--- src/ccrs_pkg.sv ---
package ccrs_pkg;
  // ==========================================================
  // Widths
  localparam int unsigned WORD_W = 18;
  localparam int unsigned ADDR_W = 22;
  localparam int unsigned ADDR_LO = 2;
  localparam int unsigned ADDR_HI = 21;
  localparam int unsigned MASK_W = 4;
  localparam int unsigned OPC_W = 2;
  localparam int unsigned WSEL_BIT = 1;
  localparam int unsigned NGROUP = 2;
  // ==========================================================
  // Cycle sources
  localparam logic [1:0] SRC_PROC = 2'h0;
  localparam logic [1:0] SRC_MAP = 2'h1;
  localparam logic [1:0] SRC_CHAN = 2'h2;
  // ==========================================================
  // Timing
  localparam int unsigned CLK_PERIOD_NS = 8;
  localparam int unsigned DESKEW_NS = 100;
  localparam int unsigned DESKEW_CYC = (DESKEW_NS + CLK_PERIOD_NS - 1) / CLK_PERIOD_NS;
  localparam int unsigned DCNT_W = 4;
  // ==========================================================
  // Reset values
  localparam logic [WORD_W-1:0] WORD_RST = 18'h0_0000;
  localparam logic [DCNT_W-1:0] DCNT_RST = 4'h0;
  // ==========================================================
  // Cycle sequence, one-hot
  typedef enum logic [9:0] {
    ST_IDLE = 10'h001,
    ST_TS1 = 10'h002,
    ST_TS2 = 10'h004,
    ST_TS3 = 10'h008,
    ST_TS4 = 10'h010,
    ST_HOLD = 10'h020,
    ST_WAIT = 10'h040,
    ST_SYNC = 10'h080,
    ST_RESTART = 10'h100,
    ST_DONE = 10'h200
  } ccrs_state_e;
endpackage

--- src/ccrs_top.sv ---
`timescale 1ns/1ps
// Overview of operation
// - Hit in group one delivers group one's stored word as read data.
// - Hit in group zero delivers group zero's stored word as read data.
// - Each group outputs even or odd word chosen by word select bit.
// - Read miss with word select zero returns memory's even word.
// - Read miss with word select one returns memory's odd word.
// - Non-channel read miss inverts memory data and parity to array polarity.
// - Processor reads get the processor data strobe when data is ready.
// - Map reads get the map completion signal when data is ready.
// - Single clock; arbitration edge and inverted edge become successive stages.
// - Lock starts one sequence; blocked while request, two, four or hold active.
// - States advance one, two, three, four, hold on successive edges.
// - Hold stays until main request or cycle complete; decides memory need.
// - Read hit sets cycle complete at first hold edge where go-ahead allows, clearing lock.
// - Hit strobe at hold start if go-ahead seen, else when it arrives.
// - Address, byte masks, operation code and parity driven at cycle start.
// - Write launch waits for free data lines and gates write data out.
// - Bus start follows request and launch after deskew; ack withdraws it.
// - Reads hold write launch all cycle so start follows request by deskew.
// - Wait ends on ack; non-channel reads also need read data valid.
// - Array write pulse issues when waiting for memory ends.
// - Wait end passes sync stages into slow strobe and restart.
module ccrs_top (
  // Clock and reset
  input wire logic I_CORE_CLK,
  input wire logic I_SYS_RST,
  // Cycle request
  input wire logic I_LOCK,
  input wire logic [1:0] I_CYCLE_SRC,
  input wire logic I_IS_WRITE,
  input wire logic [ccrs_pkg::ADDR_W-1:0] I_ADDR,
  input wire logic [ccrs_pkg::MASK_W-1:0] I_BYTE_MASK,
  input wire logic [ccrs_pkg::OPC_W-1:0] I_OP_CODE,
  input wire logic [ccrs_pkg::WORD_W-1:0] I_WRITE_DATA,
  input wire logic I_GO_AHEAD,
  // Tag compare and data array
  input wire logic I_HIT_G0,
  input wire logic I_HIT_G1,
  input wire logic [ccrs_pkg::WORD_W-1:0] I_G0_EVEN,
  input wire logic [ccrs_pkg::WORD_W-1:0] I_G0_ODD,
  input wire logic [ccrs_pkg::WORD_W-1:0] I_G1_EVEN,
  input wire logic [ccrs_pkg::WORD_W-1:0] I_G1_ODD,
  // Main memory bus inputs
  input wire logic I_BUS_BUSY,
  input wire logic I_ADDR_ACK,
  input wire logic I_READ_DATA_VALID,
  input wire logic [ccrs_pkg::WORD_W-1:0] I_MAIN_EVEN,
  input wire logic [ccrs_pkg::WORD_W-1:0] I_MAIN_ODD,
  // Read data and completion
  output logic [ccrs_pkg::WORD_W-1:0] O_READ_DATA,
  output logic O_PROC_STROBE,
  output logic O_MAP_DONE,
  output logic O_CYCLE_DONE,
  output logic O_ARRAY_WP,
  output logic O_LOCK,
  // Main memory bus outputs
  output logic [ccrs_pkg::ADDR_HI:ccrs_pkg::ADDR_LO] O_BUS_ADDR,
  output logic [ccrs_pkg::MASK_W-1:0] O_BUS_MASK,
  output logic [ccrs_pkg::OPC_W-1:0] O_BUS_OPCODE,
  output logic O_BUS_ADDR_PAR,
  output logic O_MAIN_REQ,
  output logic O_WRITE_LAUNCH,
  output logic O_BUS_START,
  output logic [ccrs_pkg::WORD_W-1:0] O_BUS_WDATA,
  output logic O_BUS_WDATA_OE
);
  import ccrs_pkg::*;

  // ==========================================================
  // Declarations
  ccrs_state_e state_r;
  ccrs_state_e state_nxt;
  logic lock_r;
  logic [1:0] src_r;
  logic wr_r;
  logic wsel_r;
  logic hit0_r;
  logic hit1_r;
  logic go_seen_r;
  logic main_req_r;
  logic launch_r;
  logic start_r;
  logic ack_seen_r;
  logic rdv_seen_r;
  logic [DCNT_W-1:0] dcnt_r;
  logic [WORD_W-1:0] miss_even_r;
  logic [WORD_W-1:0] miss_odd_r;
  logic [WORD_W-1:0] rdata_r;
  logic pstb_r;
  logic mdone_r;
  logic done_r;
  logic wp_r;
  logic [ADDR_HI:ADDR_LO] baddr_r;
  logic [MASK_W-1:0] bmask_r;
  logic [OPC_W-1:0] bopc_r;
  logic bpar_r;
  logic [WORD_W-1:0] wdata_r;
  logic wdoe_r;
  wire [WORD_W-1:0] grp_even [NGROUP];
  wire [WORD_W-1:0] grp_odd [NGROUP];
  wire [WORD_W-1:0] grp_word [NGROUP];

  // ==========================================================
  // Group word select
  assign grp_even[0] = I_G0_EVEN;
  assign grp_odd[0] = I_G0_ODD;
  assign grp_even[1] = I_G1_EVEN;
  assign grp_odd[1] = I_G1_ODD;
  for (genvar g = 0; g < NGROUP; g++) begin : g_grp
    assign grp_word[g] = wsel_r ? grp_odd[g] : grp_even[g];
  end

  // ==========================================================
  // Decode
  wire is_proc = (src_r == SRC_PROC);
  wire is_map = (src_r == SRC_MAP);
  wire is_chan = (src_r == SRC_CHAN);
  wire any_hit = hit0_r | hit1_r;
  wire read_hit = ~wr_r & any_hit;
  wire need_main = wr_r | ~any_hit;
  wire go_ok = ~is_proc | go_seen_r | I_GO_AHEAD;
  wire in_hold = (state_r == ST_HOLD);
  wire in_ts2 = (state_r == ST_TS2) | (state_r == ST_TS3);
  wire in_ts4 = (state_r == ST_TS4);
  wire seq_block = main_req_r | in_ts2 | in_ts4 | in_hold;
  wire seq_go = (state_r == ST_IDLE) & I_LOCK & ~lock_r & ~seq_block;
  wire hit_finish = in_hold & read_hit & go_ok;
  wire miss_go = in_hold & need_main;
  wire need_data = ~wr_r & ~is_chan;
  wire ack_now = ack_seen_r | I_ADDR_ACK;
  wire rdv_now = rdv_seen_r | I_READ_DATA_VALID;
  wire wait_end = (state_r == ST_WAIT) & ack_now & (~need_data | rdv_now);
  wire deskew_done = (dcnt_r == DCNT_W'(DESKEW_CYC));
  wire launch_set = main_req_r & wr_r & ~I_BUS_BUSY;
  wire [WORD_W-1:0] main_even_pol = need_data ? ~I_MAIN_EVEN : I_MAIN_EVEN;
  wire [WORD_W-1:0] main_odd_pol = need_data ? ~I_MAIN_ODD : I_MAIN_ODD;
  wire [WORD_W-1:0] miss_word = wsel_r ? miss_odd_r : miss_even_r;
  wire [WORD_W-1:0] sel_word = hit1_r ? grp_word[1] :
                               hit0_r ? grp_word[0] :
                               miss_word;
  wire addr_par = ~^{I_ADDR[ADDR_HI:ADDR_LO], I_BYTE_MASK, I_OP_CODE};
  wire restart_rd = (state_r == ST_RESTART) & ~wr_r;

  // ==========================================================
  // Sequence
  always_comb begin
    state_nxt = state_r;
    unique case (state_r)
      ST_IDLE: begin
        if (seq_go) begin
          state_nxt = ST_TS1;
        end
      end
      ST_TS1: state_nxt = ST_TS2;
      ST_TS2: state_nxt = ST_TS3;
      ST_TS3: state_nxt = ST_TS4;
      ST_TS4: state_nxt = ST_HOLD;
      ST_HOLD: begin
        if (hit_finish) begin
          state_nxt = ST_DONE;
        end else if (miss_go) begin
          state_nxt = ST_WAIT;
        end
      end
      ST_WAIT: begin
        if (wait_end) begin
          state_nxt = ST_SYNC;
        end
      end
      ST_SYNC: state_nxt = ST_RESTART;
      ST_RESTART: state_nxt = ST_DONE;
      ST_DONE: state_nxt = ST_IDLE;
    endcase
  end

  always_ff @(posedge I_CORE_CLK) begin
    if (I_SYS_RST) begin
      state_r <= ST_IDLE;
    end else begin
      state_r <= state_nxt;
    end
  end

  // ==========================================================
  // Cycle capture and lock
  always_ff @(posedge I_CORE_CLK) begin
    if (I_SYS_RST) begin
      lock_r <= 1'b0;
      src_r <= SRC_PROC;
      wr_r <= 1'b0;
      wsel_r <= 1'b0;
      baddr_r <= '0;
      bmask_r <= '0;
      bopc_r <= '0;
      bpar_r <= 1'b0;
      wdata_r <= WORD_RST;
    end else if (seq_go) begin
      lock_r <= 1'b1;
      src_r <= I_CYCLE_SRC;
      wr_r <= I_IS_WRITE;
      wsel_r <= I_ADDR[WSEL_BIT];
      baddr_r <= I_ADDR[ADDR_HI:ADDR_LO];
      bmask_r <= I_BYTE_MASK;
      bopc_r <= I_OP_CODE;
      bpar_r <= addr_par;
      wdata_r <= I_WRITE_DATA;
    end else if (state_r == ST_DONE) begin
      lock_r <= 1'b0;
    end
  end

  // ==========================================================
  // Hit and go-ahead capture
  always_ff @(posedge I_CORE_CLK) begin
    if (I_SYS_RST | seq_go) begin
      go_seen_r <= 1'b0;
    end else if (I_GO_AHEAD & lock_r) begin
      go_seen_r <= 1'b1;
    end
  end

  always_ff @(posedge I_CORE_CLK) begin
    if (I_SYS_RST | seq_go) begin
      hit0_r <= 1'b0;
      hit1_r <= 1'b0;
    end else if (in_ts4) begin
      hit0_r <= I_HIT_G0;
      hit1_r <= I_HIT_G1;
    end
  end

  // ==========================================================
  // Main memory cycle control
  always_ff @(posedge I_CORE_CLK) begin
    if (I_SYS_RST | (state_r == ST_DONE)) begin
      main_req_r <= 1'b0;
    end else if (miss_go) begin
      main_req_r <= 1'b1;
    end
  end

  always_ff @(posedge I_CORE_CLK) begin
    if (I_SYS_RST | (state_r == ST_DONE)) begin
      launch_r <= 1'b0;
    end else if (seq_go & ~I_IS_WRITE) begin
      launch_r <= 1'b1;
    end else if (launch_set) begin
      launch_r <= 1'b1;
    end
  end

  always_ff @(posedge I_CORE_CLK) begin
    if (I_SYS_RST | ~(main_req_r & launch_r)) begin
      dcnt_r <= DCNT_RST;
    end else if (~deskew_done) begin
      dcnt_r <= dcnt_r + 1'b1;
    end
  end

  always_ff @(posedge I_CORE_CLK) begin
    if (I_SYS_RST | (state_r == ST_DONE)) begin
      ack_seen_r <= 1'b0;
      rdv_seen_r <= 1'b0;
    end else if (state_r == ST_WAIT) begin
      ack_seen_r <= ack_now;
      rdv_seen_r <= rdv_now;
    end
  end

  always_ff @(posedge I_CORE_CLK) begin
    if (I_SYS_RST | I_ADDR_ACK | ack_seen_r | ~main_req_r) begin
      start_r <= 1'b0;
    end else if (deskew_done & launch_r) begin
      start_r <= 1'b1;
    end
  end

  always_ff @(posedge I_CORE_CLK) begin
    if (I_SYS_RST | (state_r == ST_DONE)) begin
      wdoe_r <= 1'b0;
    end else if (launch_set) begin
      wdoe_r <= 1'b1;
    end
  end

  // ==========================================================
  // Memory data capture
  always_ff @(posedge I_CORE_CLK) begin
    if (I_SYS_RST) begin
      miss_even_r <= WORD_RST;
      miss_odd_r <= WORD_RST;
    end else if ((state_r == ST_WAIT) & I_READ_DATA_VALID & ~wr_r) begin
      miss_even_r <= main_even_pol;
      miss_odd_r <= main_odd_pol;
    end
  end

  // ==========================================================
  // Read data and strobes
  always_ff @(posedge I_CORE_CLK) begin
    if (I_SYS_RST) begin
      rdata_r <= WORD_RST;
      pstb_r <= 1'b0;
      mdone_r <= 1'b0;
      done_r <= 1'b0;
      wp_r <= 1'b0;
    end else begin
      if (hit_finish | (state_r == ST_SYNC)) begin
        rdata_r <= sel_word;
      end
      pstb_r <= (hit_finish & is_proc) | (restart_rd & is_proc);
      mdone_r <= (hit_finish & is_map) | (restart_rd & is_map);
      done_r <= (state_nxt == ST_DONE);
      wp_r <= wait_end;
    end
  end

  // ==========================================================
  // Outputs
  assign O_READ_DATA = rdata_r;
  assign O_PROC_STROBE = pstb_r;
  assign O_MAP_DONE = mdone_r;
  assign O_CYCLE_DONE = done_r;
  assign O_ARRAY_WP = wp_r;
  assign O_LOCK = lock_r;
  assign O_BUS_ADDR = baddr_r;
  assign O_BUS_MASK = bmask_r;
  assign O_BUS_OPCODE = bopc_r;
  assign O_BUS_ADDR_PAR = bpar_r;
  assign O_MAIN_REQ = main_req_r;
  assign O_WRITE_LAUNCH = launch_r;
  assign O_BUS_START = start_r;
  assign O_BUS_WDATA = wdata_r;
  assign O_BUS_WDATA_OE = wdoe_r;
endmodule

--- config.mk ---
export PLATFORM = sky130hd
export DESIGN_NAME = ccrs_top
export DESIGN_NICKNAME = d
export VERILOG_FILES = /design/src/ccrs_pkg.sv /design/src/ccrs_top.sv
export SDC_FILE = /design/constraint.sdc
export NUM_CORES = 1
export LEC_CHECK = 0
export ABC_AREA = 1
export ABC_CLOCK_PERIOD_IN_PS = 1560
export BUFFER_PORTS_ARGS = -buffer_cell sky130_fd_sc_hd__buf_4
export CAP_MARGIN = 20
export CORE_ASPECT_RATIO = 1.1
export CORE_MARGIN = 2
export CORE_UTILIZATION = 35
export CTS_CLUSTER_DIAMETER = 200
export DETAILED_ROUTE_END_ITERATION = 16
export HOLD_SLACK_MARGIN = 0.08
export PLACE_DENSITY = 0.63
export SLEW_MARGIN = 15
export SYNTH_ARGS = -nofsm -noshare
export SYNTH_HDL_FRONTEND = slang
export SYNTH_SLANG_ARGS = --single-unit
--- constraint.sdc ---
create_clock -name I_CORE_CLK -period 1.56 [get_ports I_CORE_CLK]
set_input_delay 0.312 -clock I_CORE_CLK [delete_from_list [all_inputs] [get_ports I_CORE_CLK]]
set_output_delay 0.312 -clock I_CORE_CLK [all_outputs]
set_load 0.01 [all_outputs]
---- After elaboration in Yosys (flattened, before gate mapping) ----
Cells that the tools add are included.
storage, ports and cells
  flip-flop bits (word level) ............. 131
  input bits .............................. 166
  output and inout bits ................... 72
  logic and storage cells ................. 118
cells by class
  $add $sub $neg .......................... 1
  equality and inequality tests ........... 14
  mux-type cells .......................... 16
  bitwise operators ....................... 56
  reductions and logical operators ........ 4
operator list
  kind                    count
  $mux W18                7
  $pmux W10 S10           1
  $mux W10                4
  $not A18 Y18            2
  $reduce_xnor A26 Y1     1
  $and A1 B1 Y1           23
  $eq A10 B10 Y1 const B  2
  $or A1 B1 Y1            20
  $not A1 Y1              11
  $eq A10 B1 Y1 const B   1
  $eq A10 B2 Y1 const B   1
  $eq A10 B3 Y1 const B   1
  $eq A10 B4 Y1 const B   1
  $eq A10 B5 Y1 const B   1
  $eq A10 B6 Y1 const B   1
  $eq A10 B7 Y1 const B   1
  $eq A10 B8 Y1 const B   1
  $eq A10 B9 Y1 const B   1
  $add A4 B1 Y4 const B   1
  $eq A4 B4 Y1 const B    1
  $mux W1                 4
  $reduce_bool A2 Y1      2
  $eq A2 B1 Y1 const B    1
  $eq A2 B2 Y1 const B    1
  $logic_not A2 Y1        1

---- Depth between registers and ports, before layout ----
  depth after elaboration ................. 10
  mapped depth ............................ 12
  mapped depth without buffers ............ 12

---- Least setup slack after synthesis ----
Ideal clock, no wire load.
  kind .................................... register to register
  start ................................... register state_r[8]
  end ..................................... register mdone_r (netlist: O_MAP_DONE)
  setup time .............................. 0.088 ns
  data arrival time ....................... 1.348 ns
  required time ........................... 1.472 ns
  slack ................................... 0.124 ns
  cell stages (with the launch flop) ...... 10
  path buffers ............................ 0
  period minus slack after synthesis ...... 1.436 ns
  cells stage by stage .................... dfxtp_1 > nor2_4 > inv_4 > nor2_4 > nand2_2 > clkinv_2 > nand3_2 > and2_4 > or2_4 > nor4_4
between the ends
  longest elaborated chain between the ends .. 5
  elaborated cells on any way between the ends .. 8
  classes of those cells .................. eq/ne: 2; bitwise: 6
RTL lines
  what                         line             text
  from (decl)                  ccrs_top.sv:72   ccrs_state_e state_r;
  from (signal assigned)       ccrs_top.sv:181  state_r <= state_nxt;
  $eq A10 B6 Y1                ccrs_top.sv:123  wire in_hold = (state_r == ST_HOLD);
  $and A1 B1 Y1 (2 in series)  ccrs_top.sv:128  wire hit_finish = in_hold & read_hit & go_ok;
  $and A1 B1 Y1                ccrs_top.sv:313  mdone_r <= (hit_finish & is_map) | (restart_rd & is_map);
  $or A1 B1 Y1 *               ccrs_top.sv:313
  to (signal assigned)         ccrs_top.sv:313
  to (decl)                    ccrs_top.sv:91   logic mdone_r;
Every way passes the cells marked *; elsewhere a longest branch is shown, timed or not.
A chain may end at the register's enable or synchronous reset.

---- Worst setup path in the final report ----
  start ................................... register state_r[8]
  end ..................................... register miss_odd_r[17]
between the ends
  longest elaborated chain between the ends .. 3
RTL lines
  what                         line             text
  $eq A10 B7 Y1                ccrs_top.sv:293  end else if ((state_r == ST_WAIT) & I_READ_DATA_VALID & ~wr_r) begin
  $and A1 B1 Y1 (2 in series)  ccrs_top.sv:293
  to (signal assigned)         ccrs_top.sv:295  miss_odd_r <= main_odd_pol;
  to (decl)                    ccrs_top.sv:88   logic [WORD_W-1:0] miss_odd_r;
Every way passes these cells.

==> out/results.tsv <==
metric	value	unit
maxCapViolCount	0	
vias	6701	
hpwl	14.05	mm
layout_common_cells	buf_4, dfxtp_1, nor2_1	
vias_per_cell	4.986	
port_buffers	236	
crit_path_top_delay_cell	dfxtp_2	
slew_viol_final	0	
ys_async_sr_fraction	0	%
final_common_cell	buf_4	
finalHoldViolCount	0	
irDropWorstVdd	0.0007387	V
drt_iter0_drc	327	
status	finished, violations left	
min_path_cells	3	
overflow	0	
critPathTopFamily	simple AND/OR/NAND/NOR gates	
min-delay-start	I_CYCLE_SRC[0]	
routabilityCongestion	0.8628	
grt_max_degree	51	
synthCells	814	
fmaxAchievable	0.6092	GHz
cp.required	1900	ps
dpl_cell_area	8698	µm²
clk_path_buf_depth	2	
leakagePower	4.441	nW
die_w	132.3	µm
worstPathMaxFanout	36	
synth_edf_count	0	
min_period_over_period	105.2	%
cp-start-kind	flip-flop	
regToRegSetupSlack	-80	ps
power_density	1303	nW/µm²
r2r_start	state_r[8]$_SDFF_PP0_	
die-area	19200	µm²
yosysTopAreaCell	dfxtp_1	
holdWs	106.1	ps
rsz0062_at_grt	true	
grtUsageTotal	21.10	%
cts_hold_buffers	0	
drt-wirelength-per-cell	16.48	µm
die_height	145.1	µm
numCtsBuffers	17	
drtPass1Iterations	6	
ff2ff_path_depth	9	
cts_root_buf	clkbuf_16	
crit_type	flip-flop to flip-flop	
path_depth	9	
skew	13.33	ps
cts.sinks	131	
first_global_vias	6247	
setup_viol	39	
syn_area	6337	µm²
clk_pin_slew_worst_paths	70	ps
ys_types	39	
pin_count	238	
worst-path-buf-inv	4	
drive_gt1_share	43.44	%
multiInputGateArea	3721	µm²
final_nets	1261	
fin_crit	1642	ps
setup_ws	-81.63	ps
hp-class	input port to flip-flop	
synth_warnings	0	
syn2layout_area_growth	62.43	%
critical_path_arrival	1980	ps
regArea	2648	µm²
synth_ff_type	dfxtp_1	
clock_latency	420	ps
ant_nets	0	
synth_top_area_share	41.38	%
num_rows	51	
avgSynthCellArea	7.785	µm²
critPathLaunch	state_r[8]$_SDFF_PP0_	
relSlewSlack	74.50	%
postLayoutCellArea	10290	µm²
start_util	35.72	%
worst_slew_pin_slew	378.5	ps
fill_cells	1594	
worst_setup_path_end_kind	flip-flop	
path_cells	nor2_4 > inv_4 > nor2_4 > nand3_4 > inv_4 > nand3_4 > buf_12 > buf_12 > a21oi_1	
core_region_area	17740	µm²
drt_wl_total	22.15	mm
antenna_found_initial	1	
htreeDepth	4	
synth_area_leaders	dfxtp_1, o21ai_0, a22o_1, a21oi_1, xor2_1	
violations	negative setup slack	
seq_area_frac_synth	41.38	%
cts_tree	done	
slowest_delay	330	ps
ys_seq_elements	131	
synth_nets	982	
drc	0	
grt_pass1_wl	32.49	mm
-- stage by stage --
stage | power [mW] | std cells | setup TNS [ps] | utilization, % | setup WS, ps
3_5_place_dp | 8.585 | 1285 | -741.8 | 49.03 | -83.39
5_1_grt | 14.06 | 1344 | -4656 | 58.03 | -165.5
2_1_floorplan | 6.591 | 814 | 0 | - | 123.8
4_1_cts | 12.88 | 1326 | -922.4 | 53.78 | -36.17
6_report | 13.41 | 1344 | -1558 | 58.03 | -81.63
3_3_place_gp | 8.566 | 1285 | -392.0 | 49.03 | -62.63
-- state kept, by name, summed over array words and instances (netlist names), 2 cells and up --
register / count
src_r: 2
O_BUS_OPCODE: 2
O_BUS_MASK: 4
miss_odd_r: 18
O_BUS_ADDR: 20
miss_even_r: 18
state_r: 10
O_READ_DATA: 18
dcnt_r: 4
O_BUS_WDATA: 18
-- repair_timing --
| item | 4_1_cts | 5_1_grt |
|---|---|---|
| pin swaps | 13 | 17 |
| setup buffers | 6 | 6 |
| resized for setup | 39 | 134 |
| endpoints found under the setup margin | 43 | 111 |
| gates cloned | 4 | 12 |
| hold endpoints to repair | 0 | 0 |
-- final cells by class --
cell class / instances / share of cell area, %
Antenna cell: 1 / 0.02431
Clock buffer: 19 / 4.303
Clock inverter: 12 / 1.519
Inverter: 83 / 3.136
Multi-Input combinational cell: 554 / 36.15
Sequential cell: 131 / 25.72
Tap cell: 238 / 2.893
Timing Repair Buffer: 306 / 26.26
-- worst register-to-register path, delay by kind of cell (launching register included) --
family	cells	cell delay, ps
AO/OA/AOI/OAI	1	200
flip-flops	1	330
AND/OR/NAND/NOR	4	510
buffers and inverters	4	510
-- kinds of logic after synthesis --
family	synth area share, %
simple gates	16.92
fa+ha+maj	0.3948
xor+xnor	8.016
compound gates	24.54
flops	41.38
buf+inv	8.746
-- where the power goes --
| group | switching [mW] | internal (mW) |
|---|---|---|
| clock network | 1.59 | 2.55 |
| registers | 0.298 | 3.80 |
| logic | 2.76 | 2.41 |
| total | 4.65 | 8.76 |
-- cell usage after synthesis (all sizes together), types with 3 or more instances --
library cell,count
or2,3
nand2,76
buf,29
clkbuf,19
nor3,7
inv,82
dfxtp,131
a211oi,5
a22o,44
nand3,32
nor2,98
xnor2,16
a21oi,76
a31oi,14
xor2,42
o21ai,130
-- per-layer routing --
metal  up-vias  wire length (µm)  track usage [%]
li1       3305                 -                -
met1      3174              9095            25.56
met2       199             11340            35.81
met3        23              1303            5.451
met4         0               409            8.011
met5         -                 0                0
-- final timing paths --
kind | endpoint
max | miss_odd_r[17]$_SDFFE_PP0P_
min | src_r[0]$_SDFFE_PP0P_
max reg2reg | miss_odd_r[17]$_SDFFE_PP0P_
min reg2reg | miss_even_r[6]$_SDFFE_PP0P_
Note: power is estimated with default switching activity, not from simulation.
